### src/sdio_pkg.sv
// package of register map, field positions and widths for the servo i/o block
package sdio_pkg;
  localparam int ADDR_W = 4;
  localparam int DATA_W = 32;
  localparam int POS_W = 32;
  localparam int CMD_W = 16;
  // register word indices; byte address is index times four
  localparam logic [ADDR_W-1:0] REG_CTRL = 4'h0;
  localparam logic [ADDR_W-1:0] REG_STATUS = 4'h1;
  localparam logic [ADDR_W-1:0] REG_IGNORE = 4'h2;
  localparam logic [ADDR_W-1:0] REG_PRESET = 4'h3;
  localparam logic [ADDR_W-1:0] REG_FIXED_CMD = 4'h4;
  localparam logic [ADDR_W-1:0] REG_CAP_POS = 4'h5;
  localparam logic [ADDR_W-1:0] REG_STEP_POS = 4'h6;
  localparam logic [ADDR_W-1:0] REG_STEP_INC = 4'h7;
  localparam logic [ADDR_W-1:0] REG_CAN_CMD = 4'h8;
  localparam logic [ADDR_W-1:0] REG_CAP_CNT = 4'h9;
  // ctrl bits
  localparam int CTRL_NOIO = 0;
  localparam int CTRL_FIXDIR = 1;
  localparam int CTRL_CANSEL = 2;
  localparam int CTRL_FAULT_SET = 3;
  localparam int CTRL_FAULT_CLR = 4;
  localparam int CTRL_BRAKE_REL = 5;
  // input index in ignore and preset masks
  localparam int IN_EN = 0;
  localparam int IN_DIR = 1;
  localparam int IN_BRK = 2;
  localparam int IN_LFWD = 3;
  localparam int IN_LREV = 4;
  localparam int IN_CAP = 5;
  localparam int IN_STEP = 6;
  localparam int N_IN = 7;
  // status bits
  localparam int ST_RUN = 0;
  localparam int ST_FAULT = 1;
  localparam int ST_ARMED = 2;
  localparam int ST_PIN0 = 8;
  localparam logic [N_IN-1:0] PRESET_RST = 7'h7f;
  localparam logic [DATA_W-1:0] STEP_INC_RST = 32'h00000001;
  localparam logic [DATA_W-1:0] BAD_DATA = 32'hdeadbeef;
endpackage

### src/sdio_edge.sv
// edge detector on a synchronised level
`timescale 1ns/1ps
module sdio_edge #(
  parameter logic RST_VAL = 1'b1
) (
  input wire logic mclk,
  input wire logic rst_b,
  input wire logic d,
  output logic rise,
  output logic fall
);
  typedef struct packed {
    logic last;
  } sdio_edge_s;
  sdio_edge_s st_reg;
  sdio_edge_s st_next;
  // remember the previous level
  always_comb begin
    st_next.last = d;
  end
  always_ff @(posedge mclk or negedge rst_b) begin
    if (!rst_b) begin
      st_reg <= RST_VAL;
    end else begin
      st_reg <= st_next;
    end
  end
  assign rise = d & ~st_reg.last;
  assign fall = ~d & st_reg.last;
endmodule

### src/sdio_sync.sv
// two-flop synchroniser for one pin input
`timescale 1ns/1ps
module sdio_sync #(
  parameter logic RST_VAL = 1'b1
) (
  input wire logic mclk,
  input wire logic rst_b,
  input wire logic d,
  output logic q
);
  typedef struct packed {
    logic s1;
    logic s2;
  } sdio_sync_s;
  sdio_sync_s st_reg;
  sdio_sync_s st_next;
  // first stage feeds only the second
  always_comb begin
    st_next.s1 = d;
    st_next.s2 = st_reg.s1;
  end
  // idle level on reset matches the pull-up
  always_ff @(posedge mclk or negedge rst_b) begin
    if (!rst_b) begin
      st_reg <= {RST_VAL, RST_VAL};
    end else begin
      st_reg <= st_next;
    end
  end
  assign q = st_reg.s2;
endmodule

### src/sdio_top.sv
// servo drive discrete i/o control with avalon-mm register slave
// What this block does
// - direction low inverts the motor command, except in no-i/o mode
// - falling edge on capture is one trigger
// - trigger snapshots the running encoder count
// - captured count held and readable by host
// - fault output pulled low while faulted
// - ready output pulled low while ready
// - drive runs only while enable held low, except in no-i/o mode
// - after fault, enable must go high-low again, except in no-i/o mode
// - brake input low applies dynamic braking
// - forward limit low blocks positive current
// - reverse limit low blocks negative current
// - each input may be ignored, preset used
// - no-i/o mode ignores enable, fixed command
// - each step while running adds encoder res over steps, subtracts it with direction low
// - step and direction states readable by host
// - network commands accepted with or without i/o
// - open-drain output engages holding brake
// - undriven capture reads high, inactive
// - rising step edge counts one step while running
`timescale 1ns/1ps
module sdio_top #(
  parameter int CMD_W = sdio_pkg::CMD_W,
  parameter int POS_W = sdio_pkg::POS_W
) (
  input wire logic mclk,
  input wire logic rst_b,
  // avalon-mm slave
  input wire logic [sdio_pkg::ADDR_W-1:0] avs_address,
  input wire logic avs_read,
  input wire logic avs_write,
  input wire logic [sdio_pkg::DATA_W-1:0] avs_writedata,
  output logic [sdio_pkg::DATA_W-1:0] avs_readdata,
  output logic avs_waitrequest,
  // discrete pins, all active low except step_in, which counts rising edges
  input wire logic enable_in_b,
  input wire logic direction_in_b,
  input wire logic brake_in_b,
  input wire logic limit_fwd_in_b,
  input wire logic limit_rev_in_b,
  input wire logic capture_in_b,
  input wire logic step_in,
  // drive core side
  input wire logic [POS_W-1:0] encoder_count,
  input wire logic drive_fault,
  input wire logic signed [CMD_W-1:0] analog_cmd,
  output logic signed [CMD_W-1:0] motor_cmd,
  output logic drive_run,
  output logic dyn_brake,
  output logic pos_current_inhibit,
  output logic neg_current_inhibit,
  output logic [POS_W-1:0] step_target,
  // open-drain outputs: out is always 0, oe pulls the pin low
  output logic fault_out,
  output logic fault_oe,
  output logic ready_out,
  output logic ready_oe,
  output logic holding_brake_out,
  output logic holding_brake_oe
);
  ////////////////////////////////////////////////////////////////////////
  // reset release and input synchronisers
  logic rst_q1;
  logic rst_sync_b; // released copy of reset
  always_ff @(posedge mclk or negedge rst_b) begin
    if (!rst_b) begin
      rst_q1 <= 1'b0;
      rst_sync_b <= 1'b0;
    end else begin
      rst_q1 <= 1'b1;
      rst_sync_b <= rst_q1;
    end
  end

  logic [sdio_pkg::N_IN-1:0] pin_raw; // pins in mask order
  logic [sdio_pkg::N_IN-1:0] pin_sync; // synchronised pins
  logic [sdio_pkg::N_IN-1:0] pin_eff; // after ignore/preset
  logic [sdio_pkg::N_IN-1:0] pin_rise;
  logic [sdio_pkg::N_IN-1:0] pin_fall;
  logic [sdio_pkg::N_IN-1:0] ignore_mask;
  logic [sdio_pkg::N_IN-1:0] preset_val;

  always_comb begin
    pin_raw = '0;
    pin_raw[sdio_pkg::IN_EN] = enable_in_b;
    pin_raw[sdio_pkg::IN_DIR] = direction_in_b;
    pin_raw[sdio_pkg::IN_BRK] = brake_in_b;
    pin_raw[sdio_pkg::IN_LFWD] = limit_fwd_in_b;
    pin_raw[sdio_pkg::IN_LREV] = limit_rev_in_b;
    pin_raw[sdio_pkg::IN_CAP] = capture_in_b;
    pin_raw[sdio_pkg::IN_STEP] = step_in;
  end

  // idle high on reset mirrors the pull-ups, so nothing fires at start
  genvar gi;
  generate
    for (gi = 0; gi < sdio_pkg::N_IN; gi++) begin : g_in
      sdio_sync #(.RST_VAL(1'b1)) u_sync (
        .mclk(mclk),
        .rst_b(rst_sync_b),
        .d(pin_raw[gi]),
        .q(pin_sync[gi])
      );
      // ignored inputs take the preset level instead of the pin
      assign pin_eff[gi] = ignore_mask[gi] ? preset_val[gi]
                                           : pin_sync[gi];
      sdio_edge #(.RST_VAL(1'b1)) u_edge (
        .mclk(mclk),
        .rst_b(rst_sync_b),
        .d(pin_eff[gi]),
        .rise(pin_rise[gi]),
        .fall(pin_fall[gi])
      );
    end
  endgenerate

  ////////////////////////////////////////////////////////////////////////
  // state
  typedef enum logic [1:0] {
    SDIO_WAIT_HIGH, // must see enable released first
    SDIO_ARMED,     // high seen, waiting for the low edge
    SDIO_RUN,
    SDIO_FAULT
  } sdio_en_e;

  typedef struct packed {
    sdio_en_e en_st;
    logic noio;
    logic fixdir;
    logic can_sel;
    logic brake_rel;
    logic sw_fault;
    logic [sdio_pkg::N_IN-1:0] ignore;
    logic [sdio_pkg::N_IN-1:0] preset;
    logic [sdio_pkg::DATA_W-1:0] fixed_cmd;
    logic [sdio_pkg::DATA_W-1:0] can_cmd;
    logic [POS_W-1:0] cap_pos;
    logic [sdio_pkg::DATA_W-1:0] cap_cnt;
    logic [POS_W-1:0] step_pos;
    logic [POS_W-1:0] step_inc;
    logic signed [CMD_W-1:0] cmd_q;
    logic fault_q;
    logic ready_q;
    logic brake_q;
    logic [sdio_pkg::DATA_W-1:0] rdata;
    logic ack;
  } sdio_s;

  sdio_s st_reg;
  sdio_s st_next;

  assign ignore_mask = st_reg.ignore;
  assign preset_val = st_reg.preset;

  logic faulted; // any fault source
  logic en_low; // effective enable asserted
  logic en_rise; // enable released
  logic en_fall; // enable asserted edge
  logic signed [CMD_W-1:0] base_cmd;
  logic signed [CMD_W-1:0] dir_cmd;
  logic reverse;
  logic access; // a bus request is pending
  logic [sdio_pkg::DATA_W-1:0] rd_mux;

  assign faulted = drive_fault | st_reg.sw_fault;
  assign en_low = ~pin_eff[sdio_pkg::IN_EN];
  assign en_rise = pin_rise[sdio_pkg::IN_EN];
  assign en_fall = pin_fall[sdio_pkg::IN_EN];
  assign access = (avs_read | avs_write) & ~st_reg.ack;

  ////////////////////////////////////////////////////////////////////////
  // read mux
  always_comb begin
    rd_mux = sdio_pkg::BAD_DATA; // unmapped answer
    case (avs_address)
      sdio_pkg::REG_CTRL: begin
        rd_mux = '0;
        rd_mux[sdio_pkg::CTRL_NOIO] = st_reg.noio;
        rd_mux[sdio_pkg::CTRL_FIXDIR] = st_reg.fixdir;
        rd_mux[sdio_pkg::CTRL_CANSEL] = st_reg.can_sel;
        rd_mux[sdio_pkg::CTRL_FAULT_SET] = st_reg.sw_fault;
        rd_mux[sdio_pkg::CTRL_BRAKE_REL] = st_reg.brake_rel;
      end
      sdio_pkg::REG_STATUS: begin
        rd_mux = '0;
        rd_mux[sdio_pkg::ST_RUN] = (st_reg.en_st == SDIO_RUN);
        rd_mux[sdio_pkg::ST_FAULT] = (st_reg.en_st == SDIO_FAULT);
        rd_mux[sdio_pkg::ST_ARMED] = (st_reg.en_st == SDIO_ARMED);
        // live pin levels, step and direction among them
        rd_mux[sdio_pkg::ST_PIN0 +: sdio_pkg::N_IN] = pin_sync;
      end
      // narrow masks sit in the low bits, the rest reads zero
      sdio_pkg::REG_IGNORE: begin
        rd_mux = '0;
        rd_mux[sdio_pkg::N_IN-1:0] = st_reg.ignore;
      end
      sdio_pkg::REG_PRESET: begin
        rd_mux = '0;
        rd_mux[sdio_pkg::N_IN-1:0] = st_reg.preset;
      end
      sdio_pkg::REG_FIXED_CMD: rd_mux = st_reg.fixed_cmd;
      sdio_pkg::REG_CAP_POS: rd_mux = st_reg.cap_pos;
      sdio_pkg::REG_STEP_POS: rd_mux = st_reg.step_pos;
      sdio_pkg::REG_STEP_INC: rd_mux = st_reg.step_inc;
      sdio_pkg::REG_CAN_CMD: rd_mux = st_reg.can_cmd;
      sdio_pkg::REG_CAP_CNT: rd_mux = st_reg.cap_cnt;
      default: rd_mux = sdio_pkg::BAD_DATA;
    endcase
  end

  ////////////////////////////////////////////////////////////////////////
  // command path
  always_comb begin
    // network command overrides pin/analog source, usable either way
    if (st_reg.can_sel) begin
      base_cmd = st_reg.can_cmd[CMD_W-1:0];
    end else if (st_reg.noio) begin
      base_cmd = st_reg.fixed_cmd[CMD_W-1:0];
    end else begin
      base_cmd = analog_cmd;
    end
    // fixed direction replaces the pin in no-i/o mode
    reverse = st_reg.noio ? st_reg.fixdir
                          : ~pin_eff[sdio_pkg::IN_DIR];
    dir_cmd = reverse ? -base_cmd : base_cmd;
  end

  ////////////////////////////////////////////////////////////////////////
  // next-state logic
  always_comb begin
    st_next = st_reg;
    st_next.ack = 1'b0;

    // enable sequencing; fault forces a fresh high-low toggle, except in no-i/o mode
    case (st_reg.en_st)
      SDIO_WAIT_HIGH: begin
        if (!en_low) begin
          st_next.en_st = SDIO_ARMED;
        end
      end
      SDIO_ARMED: begin
        if (en_fall) begin
          st_next.en_st = SDIO_RUN;
        end
      end
      SDIO_RUN: begin
        if (!en_low && !st_reg.noio) begin
          st_next.en_st = SDIO_ARMED;
        end
      end
      SDIO_FAULT: begin
        if (!faulted) begin
          st_next.en_st = SDIO_WAIT_HIGH;
        end
      end
      default: st_next.en_st = SDIO_WAIT_HIGH;
    endcase
    // no-i/o mode runs without the enable pin
    if (st_reg.noio && st_next.en_st != SDIO_FAULT &&
        st_reg.en_st != SDIO_FAULT) begin
      st_next.en_st = SDIO_RUN;
    end
    if (faulted) begin
      st_next.en_st = SDIO_FAULT;
    end

    // capture snapshot on falling edge
    if (pin_fall[sdio_pkg::IN_CAP]) begin
      st_next.cap_pos = encoder_count;
      st_next.cap_cnt = st_reg.cap_cnt + 1'b1;
    end

    // step scaling; increment is encoder res / steps per rev
    if (pin_rise[sdio_pkg::IN_STEP] && st_reg.en_st == SDIO_RUN) begin
      if (pin_eff[sdio_pkg::IN_DIR]) begin
        st_next.step_pos = st_reg.step_pos + st_reg.step_inc;
      end else begin
        st_next.step_pos = st_reg.step_pos - st_reg.step_inc;
      end
    end

    // registered outputs
    st_next.cmd_q = (st_reg.en_st == SDIO_RUN) ? dir_cmd : '0;
    st_next.fault_q = (st_reg.en_st == SDIO_FAULT);
    // ready only while not faulted keeps both pins apart
    st_next.ready_q = (st_reg.en_st != SDIO_FAULT) &&
                      (st_reg.en_st == SDIO_RUN);
    // hold brake engaged unless running and released by software
    st_next.brake_q = !(st_reg.en_st == SDIO_RUN && st_reg.brake_rel);

    // bus slave: one wait cycle, then ack
    if (access) begin
      st_next.ack = 1'b1;
      st_next.rdata = rd_mux;
      if (avs_write) begin
        case (avs_address)
          sdio_pkg::REG_CTRL: begin
            st_next.noio = avs_writedata[sdio_pkg::CTRL_NOIO];
            st_next.fixdir = avs_writedata[sdio_pkg::CTRL_FIXDIR];
            st_next.can_sel = avs_writedata[sdio_pkg::CTRL_CANSEL];
            st_next.brake_rel = avs_writedata[sdio_pkg::CTRL_BRAKE_REL];
            if (avs_writedata[sdio_pkg::CTRL_FAULT_SET]) begin
              st_next.sw_fault = 1'b1;
            end else if (avs_writedata[sdio_pkg::CTRL_FAULT_CLR]) begin
              st_next.sw_fault = 1'b0;
            end
          end
          sdio_pkg::REG_IGNORE: begin
            st_next.ignore = avs_writedata[sdio_pkg::N_IN-1:0];
          end
          sdio_pkg::REG_PRESET: begin
            st_next.preset = avs_writedata[sdio_pkg::N_IN-1:0];
          end
          sdio_pkg::REG_FIXED_CMD: st_next.fixed_cmd = avs_writedata;
          sdio_pkg::REG_STEP_POS: st_next.step_pos = avs_writedata;
          sdio_pkg::REG_STEP_INC: st_next.step_inc = avs_writedata;
          sdio_pkg::REG_CAN_CMD: st_next.can_cmd = avs_writedata;
          default: st_next.ack = 1'b1; // writes elsewhere dropped
        endcase
      end
    end
  end

  ////////////////////////////////////////////////////////////////////////
  // state register
  always_ff @(posedge mclk or negedge rst_sync_b) begin
    if (!rst_sync_b) begin
      st_reg <= '0;
      st_reg.en_st <= SDIO_WAIT_HIGH;
      st_reg.preset <= sdio_pkg::PRESET_RST;
      st_reg.step_inc <= sdio_pkg::STEP_INC_RST;
      st_reg.brake_q <= 1'b1;
    end else begin
      st_reg <= st_next;
    end
  end

  ////////////////////////////////////////////////////////////////////////
  // outputs
  assign avs_waitrequest = (avs_read | avs_write) & ~st_reg.ack;
  assign avs_readdata = st_reg.rdata;
  assign motor_cmd = st_reg.cmd_q;
  assign drive_run = (st_reg.en_st == SDIO_RUN);
  // dynamic braking flag from the brake pin; motor_cmd is not gated by it
  assign dyn_brake = ~pin_eff[sdio_pkg::IN_BRK];
  assign pos_current_inhibit = ~pin_eff[sdio_pkg::IN_LFWD];
  assign neg_current_inhibit = ~pin_eff[sdio_pkg::IN_LREV];
  assign step_target = st_reg.step_pos;
  assign fault_out = 1'b0;
  assign fault_oe = st_reg.fault_q;
  assign ready_out = 1'b0;
  assign ready_oe = st_reg.ready_q & ~st_reg.fault_q;
  assign holding_brake_out = 1'b0;
  assign holding_brake_oe = st_reg.brake_q;
endmodule

### config.mk
export PLATFORM = sky130hd
export DESIGN_NAME = sdio_top
export DESIGN_NICKNAME = d
export VERILOG_FILES = /design/src/sdio_pkg.sv /design/src/sdio_edge.sv /design/src/sdio_sync.sv /design/src/sdio_top.sv
export SDC_FILE = /design/constraint.sdc
export NUM_CORES = 1
export LEC_CHECK = 0
export BUFFER_PORTS_ARGS = -buffer_cell sky130_fd_sc_hd__buf_4
export CELL_PAD_IN_SITES_DETAIL_PLACEMENT = 0
export CELL_PAD_IN_SITES_GLOBAL_PLACEMENT = 2
export CORE_ASPECT_RATIO = 2
export CORE_UTILIZATION = 34
export DETAILED_ROUTE_END_ITERATION = 16
export PLACE_DENSITY = 0.75
export SLEW_MARGIN = 20
export SYNTH_ARGS = -nofsm -noshare
export SYNTH_HDL_FRONTEND = slang
export SYNTH_SLANG_ARGS = --single-unit
### constraint.sdc
create_clock -name mclk -period 7.72 [get_ports mclk]
set_input_delay 0.386 -clock mclk [delete_from_list [all_inputs] [get_ports mclk]]
set_output_delay 0.386 -clock mclk [all_outputs]
set_load 0.05 [all_outputs]
## After elaboration in Yosys (flattened, before gate mapping)

Index checks and enable logic that the tools add are counted.

| operators by class | value |
|---|---|
| add/subtract/negate cells | 4 |
| bitwise logic cells | 16 |
| equality and inequality tests | 14 |
| div/mod/pow operators | 0 |
| mux-type cells | 29 |
| multiply operators | 0 |
| $lt $le $gt $ge | 0 |
| reduce and logical (&&, ||, !) cells | 18 |
| shift operators | 0 |

Operators with widths:

| kind | number |
|---|---|
| case mux 32 bit (10 select lines) | 1 |
| two-way mux 32 bit | 4 |
| two-way mux 64 bit | 2 |
| two-way mux 16 bit | 4 |
| adder 32 x 1 -> 32 bit (second input constant) | 1 |
| adder 32 bit | 1 |
| subtractor 32 bit | 1 |
| AND reduction 3 bit | 6 |
| equality test 4 x 3 -> 1 bit (second input constant) | 4 |
| negator 16 bit | 1 |
| two-way mux 2 bit | 6 |
| two-way mux 1 bit | 11 |
| inverter 1 bit | 9 |
| equality test 4 x 2 -> 1 bit (second input constant) | 2 |
| equality test 4 bit (second input constant) | 2 |
| case mux 2 bit (4 select lines) | 1 |
| logical AND 1 bit | 6 |
| AND 1 bit | 5 |
| equality test 2 bit (second input constant) | 2 |
| equality test 4 x 1 -> 1 bit (second input constant) | 1 |
| zero test 4 bit | 1 |
| != test 2 bit (second input constant) | 2 |
| AND reduction 4 bit | 1 |
| equality test 2 x 1 -> 1 bit (second input constant) | 1 |
| 4 further kinds | 6 |

| storage, ports and cells | value |
|---|---|
| memories kept | 0 |
| latch bits | 0 |
| flip-flop bits (word level) | 284 |
| bits in writable memories | 0 |
| memory bits (read-only) | 0 |

## Depth between registers and ports, before layout

Gate-level depths: netlist of run 1.

| logic depth | value |
|---|---|
| depth in word-level cells | 10 |
| depth in mapped cells | 18 |

## By module

From an unflattened synthesis of run 1, not the netlist that was laid out.

| second synthesis, totals | value |
|---|---|
| cells, all modules | 1485 |
| area total of the unflattened synthesis | 15441.1 um^2 |

Modules (own cells, without submodules):

| module | instances | area an instance (um^2) | cells an instance |
|---|---|---|---|
| sdio_top | 1 | 14949.3 | 1462 |
| sdio_sync | 7 | 52.6 | 2 |
| sdio_edge | 3 | 41.3 | 3 |

## Worst setup path after synthesis of run 1

OpenSTA, ideal clock, no wires.

| timing path | value |
|---|---|
| path kind | flip-flop to flip-flop |
| from | register st_reg[54] (netlist bit) |
| to | register st_reg, in the netlist step_target[25] |
| arrival time | 3.839 ns |
| path buffers | 2 |
| required time | 7.642 ns |
| setup slack | 3.803 ns |
| stages on the path, launching flop included | 19 |
| cells stage by stage | dfrtp_1 -> clkbuf_1 -> nor4_2 -> nor2b_1 -> nand2_1 -> or4_1 -> nor2_1 -> a21oi_1 -> xnor2_1 -> ha_1 -> clkbuf_1 -> a21o_1 -> a21o_1 -> a221oi_1 -> o21ai_1 -> a311oi_1 -> nand2b_1 -> mux2_2 -> o21ai_1 |

RTL lines:

| element | RTL line | source |
|---|---|---|
| start, declared | sdio_top.sv:150 | `sdio_s st_reg;` |
| start signal, assigned | sdio_top.sv:335 | `st_reg <= st_next;` |

==> metrics, run 1 <==
status finished clean; Synth cell types 64; Avg WL per Cell 26.4 um; Worst Tran Pin Value 0.931 ns; CP top delay family simple AND/OR/NAND/NOR gates; period utilisation layout 56.5%; GP Congestion 0.906; HP Class primary input to register; clk sink count 284; PwrDens 390 nW/um2; final setup TNS 0 ns; post-synth top area share 41.5%; Synth Cell Area 15500 um2; Hold WS 0.0128 ns; Slowest-stage cell, CP nor4_1; Clock Tree Buf Depth 3; setup violators final 0; gr ovfl total 0; Synth async-reset ratio 100%; Final Skew 0.0481 ns; top cells by area, synth dfrtp_1 (42%), mux2_2 (8.8%), nand2_1 (4.7%); CP max stage delay 0.72 ns; post-synthesis sequential area ratio 45.9%; CP arrival 4.79 ns; synthesized area per cell 9.98 um2; ys flop type dfrtp_1; flops & latches, synth 284; Largest register FFs 169; Post-Syn Instances 1558; die width 153 um; Ys Warns 0; Post-route DRC 0; drt total wl 59.7 mm; Critical path buffers and inverters 0; vias in the first global route 13167; CP Launch Type register; die area 46600 um2; unrepaired setup endpoints after global routing no; crit-path max FO 7; most common cell in the synthesized netlist dfrtp_1; CTS tree built; Die H 304 um; postcts setup bufs 0; GRT Total Usage 25.8%; Final ANT Viol Nets 0; CP Capture Type register; fmax 229 MHz; relative slew slack 37.8%; Final Slew Violations 0; core area 45000 um2; ant diodes 0; number of synthesized flops with an enable pin 0; Peak VDD IR 0.278 mV; PortBufs 183; I/O pins 187; largest area contributor in the netlist dfrtp_1; vias per cell 5.63; dpl hpwl 45.3 mm; area grow syn2layout 18.2%; Pre-antenna DRT Iters 7; LEAKAGE 8.22 nW; worst-skew pair later-pin latency 0.60 ns; H-tree depth 1; DR iter-0 viols 692; Final #Nets 1815; num rows 110; fin util 40.8%; max-cap violations 0; Period minus WS final 4.36 ns; Worst Setup Path Type register to register; first-pass GRT wire length 87.5 mm; Final Hold Fails 0; via count 12738; Req. time, crit path 8.15 ns; most frequent cells after synthesis dfrtp_1 (258), nand2_1 (196), mux2_2 (122), nor2_1 (119), a21oi_1 (93); cell mode on critical path a21oi_1; share of layout cells above drive strength 1 25.3%; CTS root buf clkbuf_16; Starting Density 34.5%; initial antenna violation count 1; cts bufs inserted 28; clock-pin slew on the worst setup and hold paths 0.07 ns; CP cell instances nor4_2 -> nor2b_1 -> nand3_1 -> nor4_1 -> a21oi_1 -> nor2_1 -> xnor2_1 -> ha_1 -> and3_1 -> a221oi_1 -> o21ai_0 -> a21oi_1 -> o31ai_1 -> xnor2_1 -> a21oi_1; largest net degree at the start of global routing 142
[worst min-delay path, delay by kind of cell]
kind | cells | cell delay, ns
buffers and inverters | 1 | 0.07
and+or+nand+nor | 2 | 0.12
[routing by layer]
layer	global-route usage, %	vias up	part of all wire [%]
met5	0	-	0.012
met4	24.4	2	11
met3	2.71	181	4.0
met2	47.2	462	53
met1	24.9	6378	33
li1	-	5715	-
[layout by cell type, fill, tap and decap left out, types with 24 or more instances in the layout]
| master | instances |
|---|---|
| nor2_1 | 115 |
| mux2_2 | 122 |
| xnor2_1 | 61 |
| a21oi_1 | 93 |
| nand2_1 | 195 |
| xor2_1 | 41 |
| a31oi_1 | 36 |
| o21ai_0 | 49 |
| dfstp_2 | 26 |
| clkbuf_16 | 28 |
| mux2i_1 | 24 |
| dfrtp_1 | 257 |
| ha_1 | 39 |
| a22oi_1 | 59 |
| dlygate4sd3_1 | 40 |
| a221oi_1 | 33 |
| buf_4 | 210 |
[where the power goes]
part           leakage (nW)  total (mW)  internal (mW)  switching, mW
sequential             3.51        2.49           1.88          0.603
clock                 0.492        1.52          0.883          0.639
combinational          4.22        3.16           1.21           1.96
[worst paths after layout]
path,start,end,slack (ns),cells past startpoint
min in group asynchronous,rst_b,rst_sync_b$_DFF_PN0_,0.09,2
max in group asynchronous,rst_sync_b$_DFF_PN0_,step_target[13]$_DFF_PN0_,5.39,2
min reg2reg,rst_sync_b$_DFF_PN0_,st_reg[176]$_DFFE_PN0P_,0.34,0
max reg2reg,st_reg[54]$_DFFE_PN0P_,step_target[31]$_DFF_PN0_,3.36,15
max,st_reg[54]$_DFFE_PN0P_,step_target[31]$_DFF_PN0_,3.36,15
min,encoder_count[14],st_reg[162]$_DFFE_PN0P_,0.01,3
[final cells by class]
cell class	instances	area [um2]
Clock buffer	40	826
Clock inverter	12	196
Fill cell	4478	26600
Inverter	22	82.6
Multi-Input combinational cell	1092	7430
Sequential cell	284	7140
Tap cell	560	701
Timing Repair Buffer	251	2000
[metrics by stage]
step | area [um2] | power (mW) | setup WS (ns) | instances
5_1_grt | 18400 | 7.57 | 2.96 | 2261
3_3_place_gp | 17000 | 5.64 | 3.53 | 2169
4_1_cts | 18400 | 7.22 | 3.41 | 2261
3_5_place_dp | 17000 | 5.67 | 3.44 | 2169
2_1_floorplan | 15600 | 4.69 | 3.09 | 1560
6_report | 18400 | 7.17 | 3.36 | 2261
[repair_timing]
item | in CTS | in global routing
resized for setup | 0 | 0
hold buffers | 40 | 0
endpoints found under the hold margin | 42 | 0
[logic make-up after synthesis]
| group | synth area share, % |
|---|---|
| DFF | 45.9 |
| buffers and inverters | 6.49 |
| xor gates and xnor gates | 5.75 |
| adders and majority gates | 3.27 |
| other | 0.0483 |
| and+or+nand+nor | 12.5 |
| muxes | 10.4 |
| AOI/OAI and AO/OA | 15.6 |
Power figures use the tool's default switching activity.
==> run 2, diff against run 1 <==
==> constraint.sdc (replaced) <==
create_clock -name mclk -period 3.84 [get_ports mclk]
set_input_delay 0.192 -clock mclk [delete_from_list [all_inputs] [get_ports mclk]]
set_output_delay 0.192 -clock mclk [all_outputs]
set_load 0.05 [all_outputs]
==> metrics, run 2 (same netlist as run 1, synthesis figures left out) <==
via count 13130 (was 12738); DR iter-0 viols 652 (was 692); met1 Use GR 25.1% (was 24.9%); CTS tree built (unchanged); Slowest-stage cell, CP or4_4 (was nor4_1); Pre-antenna DRT Iters 7 (unchanged); unrepaired setup endpoints after global routing yes (was no); core area 45000 um2 (unchanged); largest net degree at the start of global routing 80 (was 142); PwrDens 780 nW/um2 (was 390 nW/um2); die area 46600 um2 (unchanged); Die H 304 um (unchanged); Peak VDD IR 0.326 mV (was 0.278 mV); Worst Tran Pin Value 0.861 ns (was 0.931 ns); area grow syn2layout 24.1% (was 18.2%); r2r setup slk 0.10 ns (was 3.36 ns); CP arrival 4.24 ns (was 4.79 ns); vias per cell 5.58 (was 5.63); CP max stage delay 0.44 ns (was 0.72 ns); crit-path max FO 3 (was 7); I/O pins 187 (unchanged); Worst Setup Path Type register to register (unchanged); Final Hold Fails 0 (unchanged); max-cap violations 0 (unchanged); Final ANT Viol Nets 0 (unchanged); Largest register FFs 169 (unchanged); status finished clean (unchanged); Starting Density 34.5% (unchanged); Period minus WS final 3.74 ns (was 4.36 ns); LEAKAGE 8.68 nW (was 8.22 nW); die width 153 um (unchanged); Post-DP Area 17400 um2 (was 17000 um2); met2 Usage GRT 50.2% (was 47.2%); worst-skew pair later-pin latency 0.59 ns (was 0.60 ns); CTS root buf clkbuf_16 (unchanged); drt total wl 61.5 mm (was 59.7 mm); gr ovfl total 0 (unchanged); period utilisation layout 97.3% (was 56.5%); most frequent cells in the layout buf_4 (260), dfrtp_1 (257), nand2_1 (195) (was dfrtp_1 (257), buf_4 (210), nand2_1 (195)); share of layout cells above drive strength 1 28.3% (was 25.3%); num rows 110 (unchanged); Clock Tree Buf Depth 3 (unchanged); Final Slew Violations 0 (unchanged); cell mode on critical path a21o_1 (was a21oi_1); dpl hpwl 47.5 mm (was 45.3 mm); GRT Total Usage 26.4% (was 25.8%); GRT Max-Usage Layer met2 (unchanged); setup violators final 0 (unchanged); grt met3 use 2.15% (was 2.71%); Avg WL per Cell 26.1 um (was 26.4 um); final setup TNS 0 ns (unchanged); CP cell instances nor4_2 -> nor2b_2 -> nand2_1 -> or4_4 -> nor2_4 -> a21oi_2 -> xnor2_1 -> ha_1 -> a21o_1 -> a21o_1 -> a221oi_2 -> o21ai_2 -> a311oi_2 -> nand2b_1 -> mux2_2 -> o21ai_1 (was nor4_2 -> nor2b_1 -> nand3_1 -> nor4_1 -> a21oi_1 -> nor2_1 -> xnor2_1 -> ha_1 -> and3_1 -> a221oi_1 -> o21ai_0 -> a21oi_1 -> o31ai_1 -> xnor2_1 -> a21oi_1); Post-route DRC 0 (unchanged); HP Class primary input to register (unchanged); Final Skew 0.0185 ns (was 0.0481 ns); Final #Nets 1904 (was 1815); CP Capture Type register (unchanged); first-pass GRT wire length 89.2 mm (was 87.5 mm); Req. time, crit path 4.34 ns (was 8.15 ns); clk sink count 284 (unchanged); fmax 268 MHz (was 229 MHz); vias in the first global route 13647 (was 13167); PortBufs 183 (unchanged); Finished Cell Area 19300 um2 (was 18400 um2); most common cell after layout, fill and taps aside buf_4 (was dfrtp_1); H-tree depth 1 (unchanged); relative slew slack 42.2% (was 37.8%); clock-pin slew on the worst setup and hold paths 0.07 ns (about the same); initial antenna violation count 0 (was 1); ant diodes 0 (unchanged); GP Congestion 0.930 (was 0.906); Pwr Total 15.0 mW (was 7.17 mW); cts bufs inserted 29 (was 28); CP Launch Type register (unchanged)
==> run 2: changes by cell type in the layout (fill, tap and decap cells not counted), moves of 3 or more <==
cell / change
clkbuf_1: +3
buf_12: +3
buf_4: +50
a21oi_2: +3
dlygate4sd3_1: +35
o31ai_1: -3
a21oi_1: -3
==> run 2: cell type report <==
type,count,area [um2]
timing repair buffer,339,2780
multi-input combinational,1092,7590
clock inverter,9,124
clock buffer,45,876
fill,4355,25700
inverter,22,82.6
tap,560,701
sequential,284,7140
==> run 2: layer usage <==
layer,share of wire (%),wire [um]
met5,0,0
met1,33,20000
met2,54,33100
met3,3.6,2220
met4,10,6140
==> run 2: power breakdown <==
| group | leakage [nW] | internal, mW | switching [mW] |
|---|---|---|---|
| combinational | 4.68 | 2.81 | 4.25 |
| sequential | 3.51 | 3.79 | 1.19 |
| clock | 0.491 | 1.71 | 1.29 |
==> run 2: worst max-delay path, delay by kind of cell (launching register included) <==
family / cells / cell delay [ns]
AOI/OAI and AO/OA: 7 / 1.25
muxes: 1 / 0.27
and+or+nand+nor: 6 / 1.28
DFF: 1 / 0.40
xor gates and xnor gates: 1 / 0.14
adders and majority gates: 1 / 0.32
==> run 2: per-stage QoR <==
step / worst slack [ns] / hold WS, ns / util, % / cells
after floorplan: 0.0347 / -0.104 / - / 1560
after global placement: -0.0289 / -0.0246 / 38.6 / 2220
after detailed placement: -0.00239 / -0.0237 / 38.6 / 2220
after CTS: 0.00252 / 0.0374 / 42.5 / 2349
after global routing: -0.105 / 0.0753 / 42.9 / 2351
final: 0.103 / 0.0836 / 42.9 / 2351
==> run 2: final timing paths <==
| check | from | to | depth (start not counted) |
|---|---|---|---|
| max reg2reg | st_reg[54]$_DFFE_PN0P_ | step_target[25]$_DFF_PN0_ | 16 |
| min | avs_address[2] | avs_readdata[30]$_DFFE_PN0P_ | 4 |
| min reg2reg | g_in[6].u_sync.st_next[0]$_DFF_PN1_ | g_in[6].u_sync.q$_DFF_PN1_ | 0 |
| max | st_reg[54]$_DFFE_PN0P_ | step_target[25]$_DFF_PN0_ | 16 |
| max in group asynchronous | rst_sync_b$_DFF_PN0_ | preset_val[5]$_DFFE_PN1P_ | 1 |
| min in group asynchronous | rst_sync_b$_DFF_PN0_ | st_reg[175]$_DFFE_PN0P_ | 0 |
==> run 2: repair_timing <==
| action | CTS | global route |
|---|---|---|
| buffers inserted | 0 | 2 |
| endpoints found under the setup margin | 2 | 10 |
| gates resized for setup | 1 | 28 |
| hold buffers | 75 | 0 |
| hold endpoints to repair | 188 | 0 |
| pin swaps | 1 | 10 |
